## config.mk

```make
export PLATFORM = sky130hd
export DESIGN_NAME = ccr_regs
export DESIGN_NICKNAME = d
export VERILOG_FILES = /design/src/verilog/ccr_arith.v /design/src/verilog/ccr_bit_mod.v /design/src/verilog/ccr_regs.v
export VERILOG_INCLUDE_DIRS = /design/src /design/src/verilog
export SDC_FILE = /design/constraint.sdc
export NUM_CORES = 1
export LEC_CHECK = 0
export ABC_CLOCK_PERIOD_IN_PS = 31900
export BUFFER_PORTS_ARGS = -buffer_cell sky130_fd_sc_hd__buf_2
export CAP_MARGIN = 15
export CORE_UTILIZATION = 50
export DETAILED_ROUTE_END_ITERATION = 7
export PLACE_DENSITY = 0.8
export REMOVE_ABC_BUFFERS = 1
export SYNTH_ARGS = -nofsm -noshare
export SYNTH_HDL_FRONTEND = slang
export SYNTH_SLANG_ARGS = --single-unit
export TNS_END_PERCENT = 1
```

## constraint.sdc

```tcl
create_clock -name mclk -period 31.9 [get_ports mclk]
set_input_delay 1.595 -clock mclk [delete_from_list [all_inputs] [get_ports mclk]]
set_output_delay 1.595 -clock mclk [all_outputs]
set_load 0.01 [all_outputs]
```

## src/verilog/ccr_defines.vh

```
`ifndef CCR_DEFINES_VH
`define CCR_DEFINES_VH

////////////////////////////////////////////////////////////////////////////////
// Direct addresses of the core registers.
`define CCR_ADDR_SP        8'h81
`define CCR_ADDR_DPL       8'h82
`define CCR_ADDR_DPH       8'h83
`define CCR_ADDR_PSW       8'hD0
`define CCR_ADDR_ACC       8'hE0
`define CCR_ADDR_B         8'hF0

////////////////////////////////////////////////////////////////////////////////
// Reset values.
`define CCR_RST_SP         8'h07
`define CCR_RST_DPL        8'h00
`define CCR_RST_DPH        8'h00
`define CCR_RST_PSW        8'h00
`define CCR_RST_ACC        8'h00
`define CCR_RST_B          8'h00

////////////////////////////////////////////////////////////////////////////////
// Status word bit positions.
`define CCR_PSW_CY         7
`define CCR_PSW_AC         6
`define CCR_PSW_F0         5
`define CCR_PSW_RS1        4
`define CCR_PSW_RS0        3
`define CCR_PSW_OV         2
`define CCR_PSW_F1         1
`define CCR_PSW_PAR        0

////////////////////////////////////////////////////////////////////////////////
// Arithmetic operation codes.
`define CCR_OP_NONE        3'h0
`define CCR_OP_ADD         3'h1
`define CCR_OP_ADDC        3'h2
`define CCR_OP_SUBB        3'h3
`define CCR_OP_MUL         3'h4
`define CCR_OP_DIV         3'h5

`endif

```

## src/verilog/ccr_arith.v

```verilog
`timescale 1ns/10ps
`include "ccr_defines.vh"

module ccr_arith
(
  input  wire [2:0] op_code,
  input  wire [7:0] acc,
  input  wire [7:0] bval,
  input  wire [7:0] opnd,
  input  wire       cin,
  output reg  [7:0] res_a,
  output reg  [7:0] res_b,
  output reg        cy,
  output reg        ac,
  output reg        ov
);

  wire        carry = (op_code == `CCR_OP_ADD) ? 1'b0 : cin;
  wire [8:0]  sum9  = {1'b0, acc} + {1'b0, opnd} + {8'h00, carry};
  wire [4:0]  sum5  = {1'b0, acc[3:0]} + {1'b0, opnd[3:0]} + {4'h0, carry};
  wire [8:0]  dif9  = {1'b0, acc} - {1'b0, opnd} - {8'h00, carry};
  wire [4:0]  dif5  = {1'b0, acc[3:0]} - {1'b0, opnd[3:0]} - {4'h0, carry};
  wire [15:0] prod  = {8'h00, acc} * {8'h00, bval};
  wire        dzero = (bval == 8'h00);
  wire [7:0]  quot  = dzero ? acc : acc / bval;
  wire [7:0]  rem   = dzero ? bval : acc % bval;

  always @*
  begin
    res_a = acc;
    res_b = bval;
    cy    = 1'b0;
    ac    = 1'b0;
    ov    = 1'b0;
    case (op_code)
      `CCR_OP_ADD, `CCR_OP_ADDC:
      begin
        res_a = sum9[7:0];
        cy    = sum9[8];
        ac    = sum5[4];
        ov    = (acc[7] == opnd[7]) && (sum9[7] != acc[7]);
      end
      `CCR_OP_SUBB:
      begin
        res_a = dif9[7:0];
        cy    = dif9[8];
        ac    = dif5[4];
        ov    = (acc[7] != opnd[7]) && (dif9[7] != acc[7]);
      end
      `CCR_OP_MUL:
      begin
        res_a = prod[7:0];
        res_b = prod[15:8];
        ov    = (prod[15:8] != 8'h00);
      end
      `CCR_OP_DIV:
      begin
        res_a = quot;
        res_b = rem;
        ov    = dzero;
      end
      default:
      begin
        res_a = acc;
      end
    endcase
  end

endmodule

```

## src/verilog/ccr_bit_mod.v

```verilog
`timescale 1ns/10ps

module ccr_bit_mod
(
  input  wire [7:0] din,
  input  wire [2:0] idx,
  input  wire       val,
  output wire [7:0] dout,
  output wire       bit_out
);

  genvar i;

  generate
    for (i = 0; i < 8; i = i + 1)
    begin : g_bit
      localparam [2:0] BIT_IDX = i;
      assign dout[i] = (idx == BIT_IDX) ? val : din[i];
    end
  endgenerate

  assign bit_out = din[idx];

endmodule

```

## src/verilog/ccr_regs.v

```verilog
// Operation
// - Pointer bytes form sixteen-bit data pointer.
// - Push increments pointer, then stores data.
// - Stack pointer resets to seven.
// - Carry from add carry or subtract borrow.
// - Nibble carry from low-nibble carry, borrow.
// - Two user flags belong to software.
// - Bank bits pick one of four banks.
// - Signed overflow on add and subtract.
// - Overflow when product exceeds 255.
// - Overflow on divide by zero.
// - Arithmetic ops clear overflow otherwise.
// - Parity is read-only accumulator odd parity.
// - Accumulator is primary operand and result.
// - Second accumulator serves multiply, divide.
// - High direct addresses reach registers; bit access.

`timescale 1ns/10ps
`include "ccr_defines.vh"

module ccr_regs
(
  input  wire        mclk,
  input  wire        rst_n,
  input  wire [7:0]  sfr_addr,
  input  wire        sfr_wr,
  input  wire [7:0]  sfr_wdata,
  input  wire        sfr_rd,
  input  wire [7:0]  bit_addr,
  input  wire        bit_wr,
  input  wire        bit_wval,
  input  wire        bit_rd,
  input  wire [2:0]  op_code,
  input  wire [7:0]  op_operand,
  input  wire        push_req,
  input  wire [7:0]  push_data,
  input  wire        pop_req,
  output reg  [7:0]  sfr_rdata,
  output reg         sfr_hit,
  output reg         bit_rdata,
  output reg         bit_hit,
  output reg  [7:0]  stack_top_pointer,
  output wire [15:0] data_pointer,
  output reg  [7:0]  program_status_word,
  output reg  [7:0]  primary_accumulator,
  output reg  [7:0]  secondary_accumulator,
  output wire [4:0]  reg_bank_base,
  output reg  [7:0]  stack_addr,
  output reg         stack_wr_en,
  output reg  [7:0]  stack_wr_data,
  output reg         stack_rd_en
);

  ////////////////////////////////////////////////////////////////////////////////
  // Storage and next values.

  reg  [7:0] data_pointer_low;
  reg  [7:0] data_pointer_high;
  reg  [7:0] next_sp;
  reg  [7:0] next_dpl;
  reg  [7:0] next_dph;
  reg  [7:0] next_psw;
  reg  [7:0] next_acc;
  reg  [7:0] next_b;
  reg  [7:0] next_rdata;
  reg        next_hit;
  reg        next_bit;
  reg        next_bit_hit;
  reg  [7:0] next_stack_addr;
  reg        next_stack_wr;
  reg        next_stack_rd;

  wire [7:0] alu_a;
  wire [7:0] alu_b;
  wire       alu_cy;
  wire       alu_ac;
  wire       alu_ov;
  wire       op_active;
  wire [7:0] bit_byte;
  wire [7:0] psw_bitw;
  wire [7:0] acc_bitw;
  wire [7:0] b_bitw;
  wire       psw_bitr;
  wire       acc_bitr;
  wire       b_bitr;

  ////////////////////////////////////////////////////////////////////////////////
  // Arithmetic and bit access helpers.

  ccr_arith u_arith
  (
    .op_code (op_code),
    .acc     (primary_accumulator),
    .bval    (secondary_accumulator),
    .opnd    (op_operand),
    .cin     (program_status_word[`CCR_PSW_CY]),
    .res_a   (alu_a),
    .res_b   (alu_b),
    .cy      (alu_cy),
    .ac      (alu_ac),
    .ov      (alu_ov)
  );

  assign op_active = (op_code != `CCR_OP_NONE);

  assign bit_byte = {bit_addr[7:3], 3'b000};

  ccr_bit_mod u_bit_psw
  (
    .din     (program_status_word),
    .idx     (bit_addr[2:0]),
    .val     (bit_wval),
    .dout    (psw_bitw),
    .bit_out (psw_bitr)
  );

  ccr_bit_mod u_bit_acc
  (
    .din     (primary_accumulator),
    .idx     (bit_addr[2:0]),
    .val     (bit_wval),
    .dout    (acc_bitw),
    .bit_out (acc_bitr)
  );

  ccr_bit_mod u_bit_b
  (
    .din     (secondary_accumulator),
    .idx     (bit_addr[2:0]),
    .val     (bit_wval),
    .dout    (b_bitw),
    .bit_out (b_bitr)
  );

  assign data_pointer = {data_pointer_high, data_pointer_low};

  assign reg_bank_base = {program_status_word[`CCR_PSW_RS1],
                          program_status_word[`CCR_PSW_RS0], 3'b000};

  ////////////////////////////////////////////////////////////////////////////////
  // Stack pointer and stack strobes.
  // A push and a pop in one cycle is resolved as the push alone; a byte
  // write to the stack pointer in that cycle overrides the adjustment.

  always @*
  begin
    next_sp         = stack_top_pointer;
    next_stack_addr = stack_addr;
    next_stack_wr   = 1'b0;
    next_stack_rd   = 1'b0;
    if (push_req)
    begin
      next_sp         = stack_top_pointer + 8'h01;
      next_stack_addr = stack_top_pointer + 8'h01;
      next_stack_wr   = 1'b1;
    end
    else if (pop_req)
    begin
      next_sp         = stack_top_pointer - 8'h01;
      next_stack_addr = stack_top_pointer;
      next_stack_rd   = 1'b1;
    end
    if (sfr_wr && (sfr_addr == `CCR_ADDR_SP))
    begin
      next_sp = sfr_wdata;
    end
  end

  ////////////////////////////////////////////////////////////////////////////////
  // Data pointer bytes.

  always @*
  begin
    next_dpl = data_pointer_low;
    next_dph = data_pointer_high;
    if (sfr_wr && (sfr_addr == `CCR_ADDR_DPL))
    begin
      next_dpl = sfr_wdata;
    end
    if (sfr_wr && (sfr_addr == `CCR_ADDR_DPH))
    begin
      next_dph = sfr_wdata;
    end
  end

  ////////////////////////////////////////////////////////////////////////////////
  // Accumulators. Software writes land after the operation result, so a
  // write in the same cycle as an operation wins on that register.

  always @*
  begin
    next_acc = primary_accumulator;
    next_b   = secondary_accumulator;
    if (op_active)
    begin
      next_acc = alu_a;
      if ((op_code == `CCR_OP_MUL) || (op_code == `CCR_OP_DIV))
      begin
        next_b = alu_b;
      end
    end
    if (sfr_wr && (sfr_addr == `CCR_ADDR_ACC))
    begin
      next_acc = sfr_wdata;
    end
    if (sfr_wr && (sfr_addr == `CCR_ADDR_B))
    begin
      next_b = sfr_wdata;
    end
    if (bit_wr && bit_addr[7] && (bit_byte == `CCR_ADDR_ACC))
    begin
      next_acc = acc_bitw;
    end
    if (bit_wr && bit_addr[7] && (bit_byte == `CCR_ADDR_B))
    begin
      next_b = b_bitw;
    end
  end

  ////////////////////////////////////////////////////////////////////////////////
  // Status word. The parity bit is rebuilt every cycle from the accumulator
  // value being loaded, so it never lags the accumulator by a cycle.

  always @*
  begin
    next_psw = program_status_word;
    if (op_active)
    begin
      next_psw[`CCR_PSW_CY] = alu_cy;
      next_psw[`CCR_PSW_AC] = alu_ac;
      next_psw[`CCR_PSW_OV] = alu_ov;
    end
    if (sfr_wr && (sfr_addr == `CCR_ADDR_PSW))
    begin
      next_psw = sfr_wdata;
    end
    if (bit_wr && bit_addr[7] && (bit_byte == `CCR_ADDR_PSW))
    begin
      next_psw = psw_bitw;
    end
    next_psw[`CCR_PSW_PAR] = ^next_acc;
  end

  ////////////////////////////////////////////////////////////////////////////////
  // Read paths. Data appears on the edge after the request and reflects the
  // registers before any write taken on that same edge.

  always @*
  begin
    next_rdata = 8'h00;
    next_hit   = 1'b0;
    if (sfr_rd)
    begin
      next_hit = 1'b1;
      case (sfr_addr)
        `CCR_ADDR_SP:  next_rdata = stack_top_pointer;
        `CCR_ADDR_DPL: next_rdata = data_pointer_low;
        `CCR_ADDR_DPH: next_rdata = data_pointer_high;
        `CCR_ADDR_PSW: next_rdata = program_status_word;
        `CCR_ADDR_ACC: next_rdata = primary_accumulator;
        `CCR_ADDR_B:   next_rdata = secondary_accumulator;
        default:
        begin
          next_rdata = 8'h00;
          next_hit   = 1'b0;
        end
      endcase
    end
  end

  always @*
  begin
    next_bit     = 1'b0;
    next_bit_hit = 1'b0;
    if (bit_rd && bit_addr[7])
    begin
      next_bit_hit = 1'b1;
      case (bit_byte)
        `CCR_ADDR_PSW: next_bit = psw_bitr;
        `CCR_ADDR_ACC: next_bit = acc_bitr;
        `CCR_ADDR_B:   next_bit = b_bitr;
        default:
        begin
          next_bit     = 1'b0;
          next_bit_hit = 1'b0;
        end
      endcase
    end
  end

  ////////////////////////////////////////////////////////////////////////////////
  // State registers.

  always @(posedge mclk or negedge rst_n)
  begin
    if (!rst_n)
    begin
      stack_top_pointer     <= `CCR_RST_SP;
      data_pointer_low      <= `CCR_RST_DPL;
      data_pointer_high     <= `CCR_RST_DPH;
      program_status_word   <= `CCR_RST_PSW;
      primary_accumulator   <= `CCR_RST_ACC;
      secondary_accumulator <= `CCR_RST_B;
      sfr_rdata             <= 8'h00;
      sfr_hit               <= 1'b0;
      bit_rdata             <= 1'b0;
      bit_hit               <= 1'b0;
      stack_addr            <= 8'h00;
      stack_wr_en           <= 1'b0;
      stack_wr_data         <= 8'h00;
      stack_rd_en           <= 1'b0;
    end
    else
    begin
      stack_top_pointer     <= next_sp;
      data_pointer_low      <= next_dpl;
      data_pointer_high     <= next_dph;
      program_status_word   <= next_psw;
      primary_accumulator   <= next_acc;
      secondary_accumulator <= next_b;
      sfr_rdata             <= next_rdata;
      sfr_hit               <= next_hit;
      bit_rdata             <= next_bit;
      bit_hit               <= next_bit_hit;
      stack_addr            <= next_stack_addr;
      stack_wr_en           <= next_stack_wr;
      stack_rd_en           <= next_stack_rd;
      if (push_req)
      begin
        stack_wr_data <= push_data;
      end
    end
  end

endmodule
```

==> results.txt, run 1 <==
The routability congestion estimate came out at 0.9836. The post-synthesis instance total came out at 1125. The post-synthesis average cell area is 8.525 sq um.

The multi-input combinational cells in the finished layout cover a total of 6967 sq um. In the final routed layout, each cell accounts on average for 20.36 microns. The total congestion overflow is 0.

Setup repair after global routing left no endpoint under its margin. The effective utilization at floorplan is 51.10%. The DRC marker count from the first detailed-route iteration came out at 882. The number of hold-repair buffers added at the cts stage came out at 0.

Among cell families on the critical path, the largest total delay comes from compound AO/OA/AOI/OAI gates. The minimum clock period is 12.88 ns. The depth of the CTS H-tree came out at 3.

The combined buffer and inverter count along the critical path came out at 2. The first global-routing pass estimated 46.46 mm of wire. The number of resized instances in the post-cts repair step came out at 0.

The final clock period utilization by the worst path is 40.39%. The sequential cells in the finished layout cover a total of 1931 sq um. The share of the Yosys chip area taken by registers is 20.13%. The number of diodes added for antenna fixing came out at 0.

The count of pins on the block boundary came out at 134. The count of unique library cells instantiated by Yosys came out at 90. The detailed-route via count is 9045. The die height is 140.5 microns.

In the final layout, the share of cells above drive strength 1 is 19.62%. The transition time at the pin with the least slew margin is 0.9633 ns. The data required time at the worst endpoint came out at 32.15 ns. The number of pins with negative max-slew slack in the final report was 0. Entering global routing, the biggest net connects 78 pins.

Max-cap violations in this run came to 0. In the routed design, unresolved DRC markers number 0. The number of global-route vias before repair is 8588. The layout overhead on the synthesized area is 10.28%. The clock root buffer is clkbuf_16.

The number of endpoints with negative hold slack in the final report came out at 0. The insertion delay of the later-clocked pin in the worst-skew pair is 0.35 ns. The number of CTS-inserted buffers came out at 9. The CTS sink count came out at 77. The final net count came out at 1413. The synthesized design contains 77 register bits. The half-perimeter wire length after detailed placement is 22.36 mm. The number of setup violations in the final report came out at 0. The type of the worst setup path is reg -> reg. The slowest stage of the critical path is the dfrtp_1 cell.

The smallest hold slack came out at 0.5012 ns. The share of synthesized flip-flops with an asynchronous set or reset is 100.0%. Clock skew on the completed layout was measured at 0.009530 ns. The startpoint type of the worst setup path is a flop. The number of setup buffers added after CTS is 0. Clock-pin slew was measured on the worst setup and hold paths at 0.06 ns. The die footprint is 19740 sq um.

Leaving out fill and tap cells, the most frequent cells in the layout are buf_2, nor2_1, nand2_1. The type of the worst min-delay path is reg -> reg. The area of the mapped netlist came out at 9590 sq um. Fill cells in the final layout number 1693. The via density per instance is 6.208.

The clock passes through at most 2 buffers. The library cell used most frequently in the layout, excluding fill and tap cells, is buf_2. The total negative slack came out at 0 ns.

The Yosys step of the flow raised 0 warnings. Derived from the worst setup path, the maximum achievable clock frequency is 77.62 MHz. The worst-path maximum fanout came out at 15. The core footprint is 18770 sq um. The clock tree from TritonCTS is built. The width of the chip came out at 140.5 microns. For this block, the routed nets add up to 29.66 mm of wire. In this run the tool buffered the top-level ports with 130 buffer cells. STA classifies the critical path endpoint as a flop.

The endpoint arrival time on the critical path is 13.14 ns. The run finished with clean final reports. The cell that appears most often on the critical path is a21oi_1. The total track usage is 30.37%. The synthesized design contains 0 enable-type register cells. The number of nets with antenna violations after detailed routing came out at 0.

Before antenna repair, the detailed router went through 5 iterations. The worst max-slew margin expressed relative to the limit is 35.78%. The predominant post-synthesis flop cell is dfrtp_1. The initial antenna violation count was 0.

In this run the core area contains 50 standard-cell rows. The largest single stage delay on the critical path is 0.67 ns.
==> Yosys cell counts, types with 22 or more instances <==
library cell  count  area [sq um]
fa_1             41         820.8
a21oi_1          72         360.4
nand3_1          24         120.1
ha_1            102          1276
xnor2_1          31         271.5
nor3_1           27         135.1
o21a_1           22         165.2
clkbuf_1         38         142.6
mux2_2           47         529.3
inv_1            97         364.1
nand2_1         105         394.1
nor2_1          112         420.4
dfrtp_1          74          1852
o21ai_0          54         270.3
==> flip-flops by register name, indices dropped and copies added (netlist names) <==
register	cells
stack_top_pointer	8
stack_addr	8
bit_hit	1
bit_rdata	1
stack_wr_data	8
primary_accumulator	8
sfr_hit	1
sfr_rdata	8
stack_rd_en	1
secondary_accumulator	8
data_pointer_high	8
data_pointer_low	8
program_status_word	8
stack_wr_en	1
==> per-layer routing <==
metal | track usage (%) | vias to the layer above | routed length, microns
met2 | 48.03 | 471 | 13400
met5 | 0 | - | 0
met1 | 41.52 | 4324 | 12300
met3 | 3.966 | 84 | 2808
met4 | 13.67 | 0 | 1152
li1 | - | 4166 | -
==> kinds of logic after synthesis <==
family	after synthesis	share of synthesized area (%)
mux	62	7.997
simple gates	345	17.16
xor+xnor	54	5.219
fa+ha+maj	143	21.87
buf+inv	160	7.306
compound gates	283	20.29
flops	77	20.13
other cells	1	0.03910
==> metrics by stage <==
stage | util, % | cells | setup slack [ns] | cell area, sq um
after floorplan | - | 1067 | 20.71 | 9273
after global placement | 54.85 | 1441 | 19.89 | 10290
after detailed placement | 54.85 | 1441 | 19.31 | 10290
after CTS | 56.35 | 1457 | 19.26 | 10580
after global routing | 56.35 | 1457 | 18.08 | 10580
final | 56.35 | 1457 | 19.02 | 10580
==> cell type report <==
cell class	count	share of cell area (%)
Sequential cell	77	18.25
Timing Repair Buffer	140	6.885
Clock buffer	9	2.129
Inverter	100	3.549
Clock inverter	7	0.5442
Tap cell	234	2.768
Multi-Input combinational cell	890	65.87
==> final timing paths <==
kind                                               start                  endpoint  slack (ns)  cells after the start
worst max register to register  secondary_accumulator[6]  secondary_accumulator[0]       19.02                     48
worst min-delay path                    stack_wr_data[7]          stack_wr_data[7]        0.50                      1
max in group asynchronous                          rst_n    primary_accumulator[1]       29.88                      1
worst max-delay path            secondary_accumulator[6]  secondary_accumulator[0]       19.02                     48
min in group asynchronous                          rst_n          stack_wr_data[6]        1.41                      1
worst min register to register          stack_wr_data[7]          stack_wr_data[7]        0.50                      1
Power of run 1 is left out: the tool's default activity adds up to more than one toggle a clock period on the data nets, which glitch-free logic cannot reach.
==> run 2: changes to the inputs <==
ABC_AREA = 1   (was unset)
ABC_CLOCK_PERIOD_IN_PS = 11800   (was 31900)
PLACE_DENSITY = 0.83   (was 0.8)
clock period = 11.8 ns   (was 31.9 ns; I/O delays follow)
==> run 2 against run 1 <==
Synthesized area grew 4.2%; cell count grew 27%; final area grew 6.2%; critical endpoint is now program_status_word[0]; via count grew 17%; non-clock buffer count is the same; highest routed layer unchanged; maximum frequency grew 21%; first-iteration DRC count shrank 0.11%; register-to-register slack lost 18 ns; clock skew is essentially flat; hold slack lost 0.099 ns; sequential share of layout area shrank 1.1 points.
==> results.txt, run 2 <==
The run finished with clean final reports. The width of the chip came out at 143.4 microns. The type of the worst setup path is reg -> reg. The number of rows created at floorplan came out at 51. The core footprint is 19530 sq um. The number of clock buffers added by TritonCTS is 9.

The number of hold-repair buffers added at the cts stage is 0. On the worst path, the slowest cell contributes a delay of 0.54 ns. The initial antenna violation count came out at 0. The total track usage came out at 31.24%. The first global-routing pass estimated 49.82 mm of wire.

The area of the mapped netlist came out at 9996 sq um. The wire length per cell came out at 16.82 microns. The detailed-route via count is 10540. Of all flip-flops after synthesis, the portion carrying an async set or reset was 100.0%. Once the floorplan was initialized, standard cells occupied 51.19% of the core.

The top cell type by area accounts for 18.53% of the synthesized area. The worst setup path is captured at a flop. The count of pins on the block boundary came out at 134. The fraction of layout cells with a size suffix above 1 is 14.57%. The clock period could shrink to 10.64 ns. The clock-pin transition on the worst setup and hold timing paths is 0.06 ns. The worst register-to-register path begins at secondary_accumulator[0]. In this run, the number of DRC markers left after iteration 0 of detailed routing was 881.

The post-route clock skew came out at 0.009588 ns. The post-synthesis instance total came out at 1469. TritonCTS built the clock tree. The number of design rule violations left after detail routing is 0. The half-perimeter wire length after detailed placement came out at 24.41 mm.

The insertion delay of the later-clocked pin in the worst-skew pair is 0.35 ns. The kind of cell with the highest combined delay along the critical path is simple AND/OR/NAND/NOR gates. The maximum frequency from static timing analysis came out at 93.98 MHz. In the synthesized netlist, the cells that appear most often are nand2_1, inv_1, ha_1.

The largest individual stage delay along the critical path comes from the cell dfrtp_2. Wires add up to 31.24 mm. The number of pins with negative max-slew slack in the final report came out at 0. The total overflow left after global routing is 0. The worst register-to-register path ends at program_status_word[0]. The congestion estimate from routability-driven global placement came to 0.9649. The depth of the CTS H-tree is 3. The most common cell after layout, fill and taps aside is nand2_1. In the post-synthesis netlist, the biggest area contributors are dfrtp_1, nand2_1, ha_1. The reported max-cap violation count came out at 0.

Setup total negative slack on the finished layout was measured at 0 ns. By instance count, the cell type seen most on the critical path is nand2_1. The worst-path maximum fanout is 13. The via density per instance came out at 5.676. The number of endpoints with negative hold slack in the final report is 0.

The number of setup violations in the final report is 0. Counting both buffers and inverters, the worst setup path holds a total of 11. The number of nets with antenna violations after detailed routing came out at 0. The number of cell instances on the worst register-to-register path is 73.

No sink is reached through more buffers than the 2 on the longest clock path. In this run, synthesis inferred 0 flip-flops with an integrated enable. At the pin with the least slew margin, the transition time is 0.9687 ns. Entering global routing, the biggest net connects 78 pins.

The layout overhead on the synthesized area is 12.34%. The die height is 143.4 microns. The total iterations of the first detailed-routing run is 5. The number of synthesis warnings came out at 0. The number of global-route vias before repair came out at 9954.

The minimum setup slack among reg-to-reg paths came out at 1.16 ns. The endpoint arrival time on the critical path is 10.88 ns. The CTS sink count is 77. The worst setup path is launched from a flop.

Among all cell types in the netlist, the one instantiated most often is nand2_1. The clock root buffer is clkbuf_16. The sequential element share of the synthesized area is 19.31%. Setup repair after global routing left no endpoint under its margin. Of the available clock period, the critical path in the final layout requires 90.18%. The data required time at the worst endpoint came out at 12.04 ns. The count of input and output buffers is 130. After synthesis, the mean cell area works out to 6.805 sq um. The die footprint is 20560 sq um.

The register bit count reported by yosys is 77. In the layout the commonest cells are nand2_1, inv_1, buf_2. In this run the tightest slew margin relative to its limit is 35.42%. The most used flip-flop cell after synthesis is dfrtp_1.

Of all cell types, the one taking the most synthesized area is dfrtp_1. The type of the worst min-delay path is in -> async. Yosys mapped the design onto 64 distinct sky130hd cell types. 0 antenna diodes ended up in the layout.

After the last flow step, the layout net total stands at 1782.
## run 2: cell count changes after synthesis, moves of 25 or more
| cell | before | now |
|---|---|---|
| inv_1 | 97 | 251 |
| xnor2_1 | 31 | 6 |
| nand2_1 | 105 | 367 |
| o21ai_0 | 54 | 86 |
| nand3_1 | 24 | 74 |
| mux2_2 | 47 | 0 |
## run 2: per-layer routing
layer / wire (microns) / vias to the layer above / global-route usage, %
met3: 2951 / 105 / 5.931
met2: 13940 / 532 / 50.00
met4: 1321 / 0 / 15.23
met5: 0 / - / 0
li1: - / 4986 / -
met1: 13020 / 4917 / 40.41
## run 2: final cells by class
type	instances	area (sq um)
repair buffers	140	728.2
well taps	265	331.6
clock inverters	7	100.1
fillers	1846	8297
multi-input cells	1083	6865
inverters	276	1047
flip-flops and latches	77	1932
clock buffers	9	225.2
## run 2: logic make-up (layout without fill, tap and decap cells)
logic type | count (synthesis) | in the layout | share of synthesized area [%]
compound gates | 287 | 287 | 17.05
xor+xnor | 35 | 35 | 3.067
fa+ha+maj | 143 | 143 | 20.98
buf+inv | 311 | 432 | 12.17
flops | 77 | 77 | 19.31
other cells | 1 | 3 | 0.03752
simple gates | 615 | 615 | 27.39
## run 2: worst max path at each step
stage                             end  depth (start not counted)                      from
3_5_place_dp   program_status_word[0]                         73  secondary_accumulator[0]
2_1_floorplan  program_status_word[0]                         73  secondary_accumulator[0]
4_1_cts        program_status_word[0]                         73  secondary_accumulator[0]
5_1_grt        program_status_word[0]                         74  secondary_accumulator[0]
6_report       program_status_word[0]                         73  secondary_accumulator[0]
3_3_place_gp   program_status_word[0]                         74  secondary_accumulator[0]
## run 2: per-stage QoR
stage | area [sq um] | util, % | instances | hold WS [ns] | setup WS (ns)
after floorplan | 9831 | - | 1436 | 0.2944 | 2.380
after global placement | 10880 | 55.70 | 1839 | 0.4526 | 1.513
after detailed placement | 10880 | 55.70 | 1839 | 0.4581 | 0.9262
after CTS | 11200 | 57.36 | 1855 | 0.4398 | 0.9046
after global routing | 11230 | 57.51 | 1857 | 0.4436 | 0.09554
final | 11230 | 57.51 | 1857 | 0.4026 | 1.159
## run 2: what timing repair did
item	4_1_cts	5_1_grt
endpoints found under the setup margin	0	9
resized for setup	0	4
hold endpoints to repair	0	0
buffers inserted	0	2
## run 2: worst register-to-register path, delay by kind of cell (launching register included)
family,cells,cell delay (ns)
AND/OR/NAND/NOR,45,4.86
adder cells (fa/ha/maj),8,2.50
AO/OA/AOI/OAI,8,1.52
buffers and inverters,11,0.98
flip-flops,1,0.54
XOR/XNOR,1,0.14
Power of run 2 is left out for the same reason.
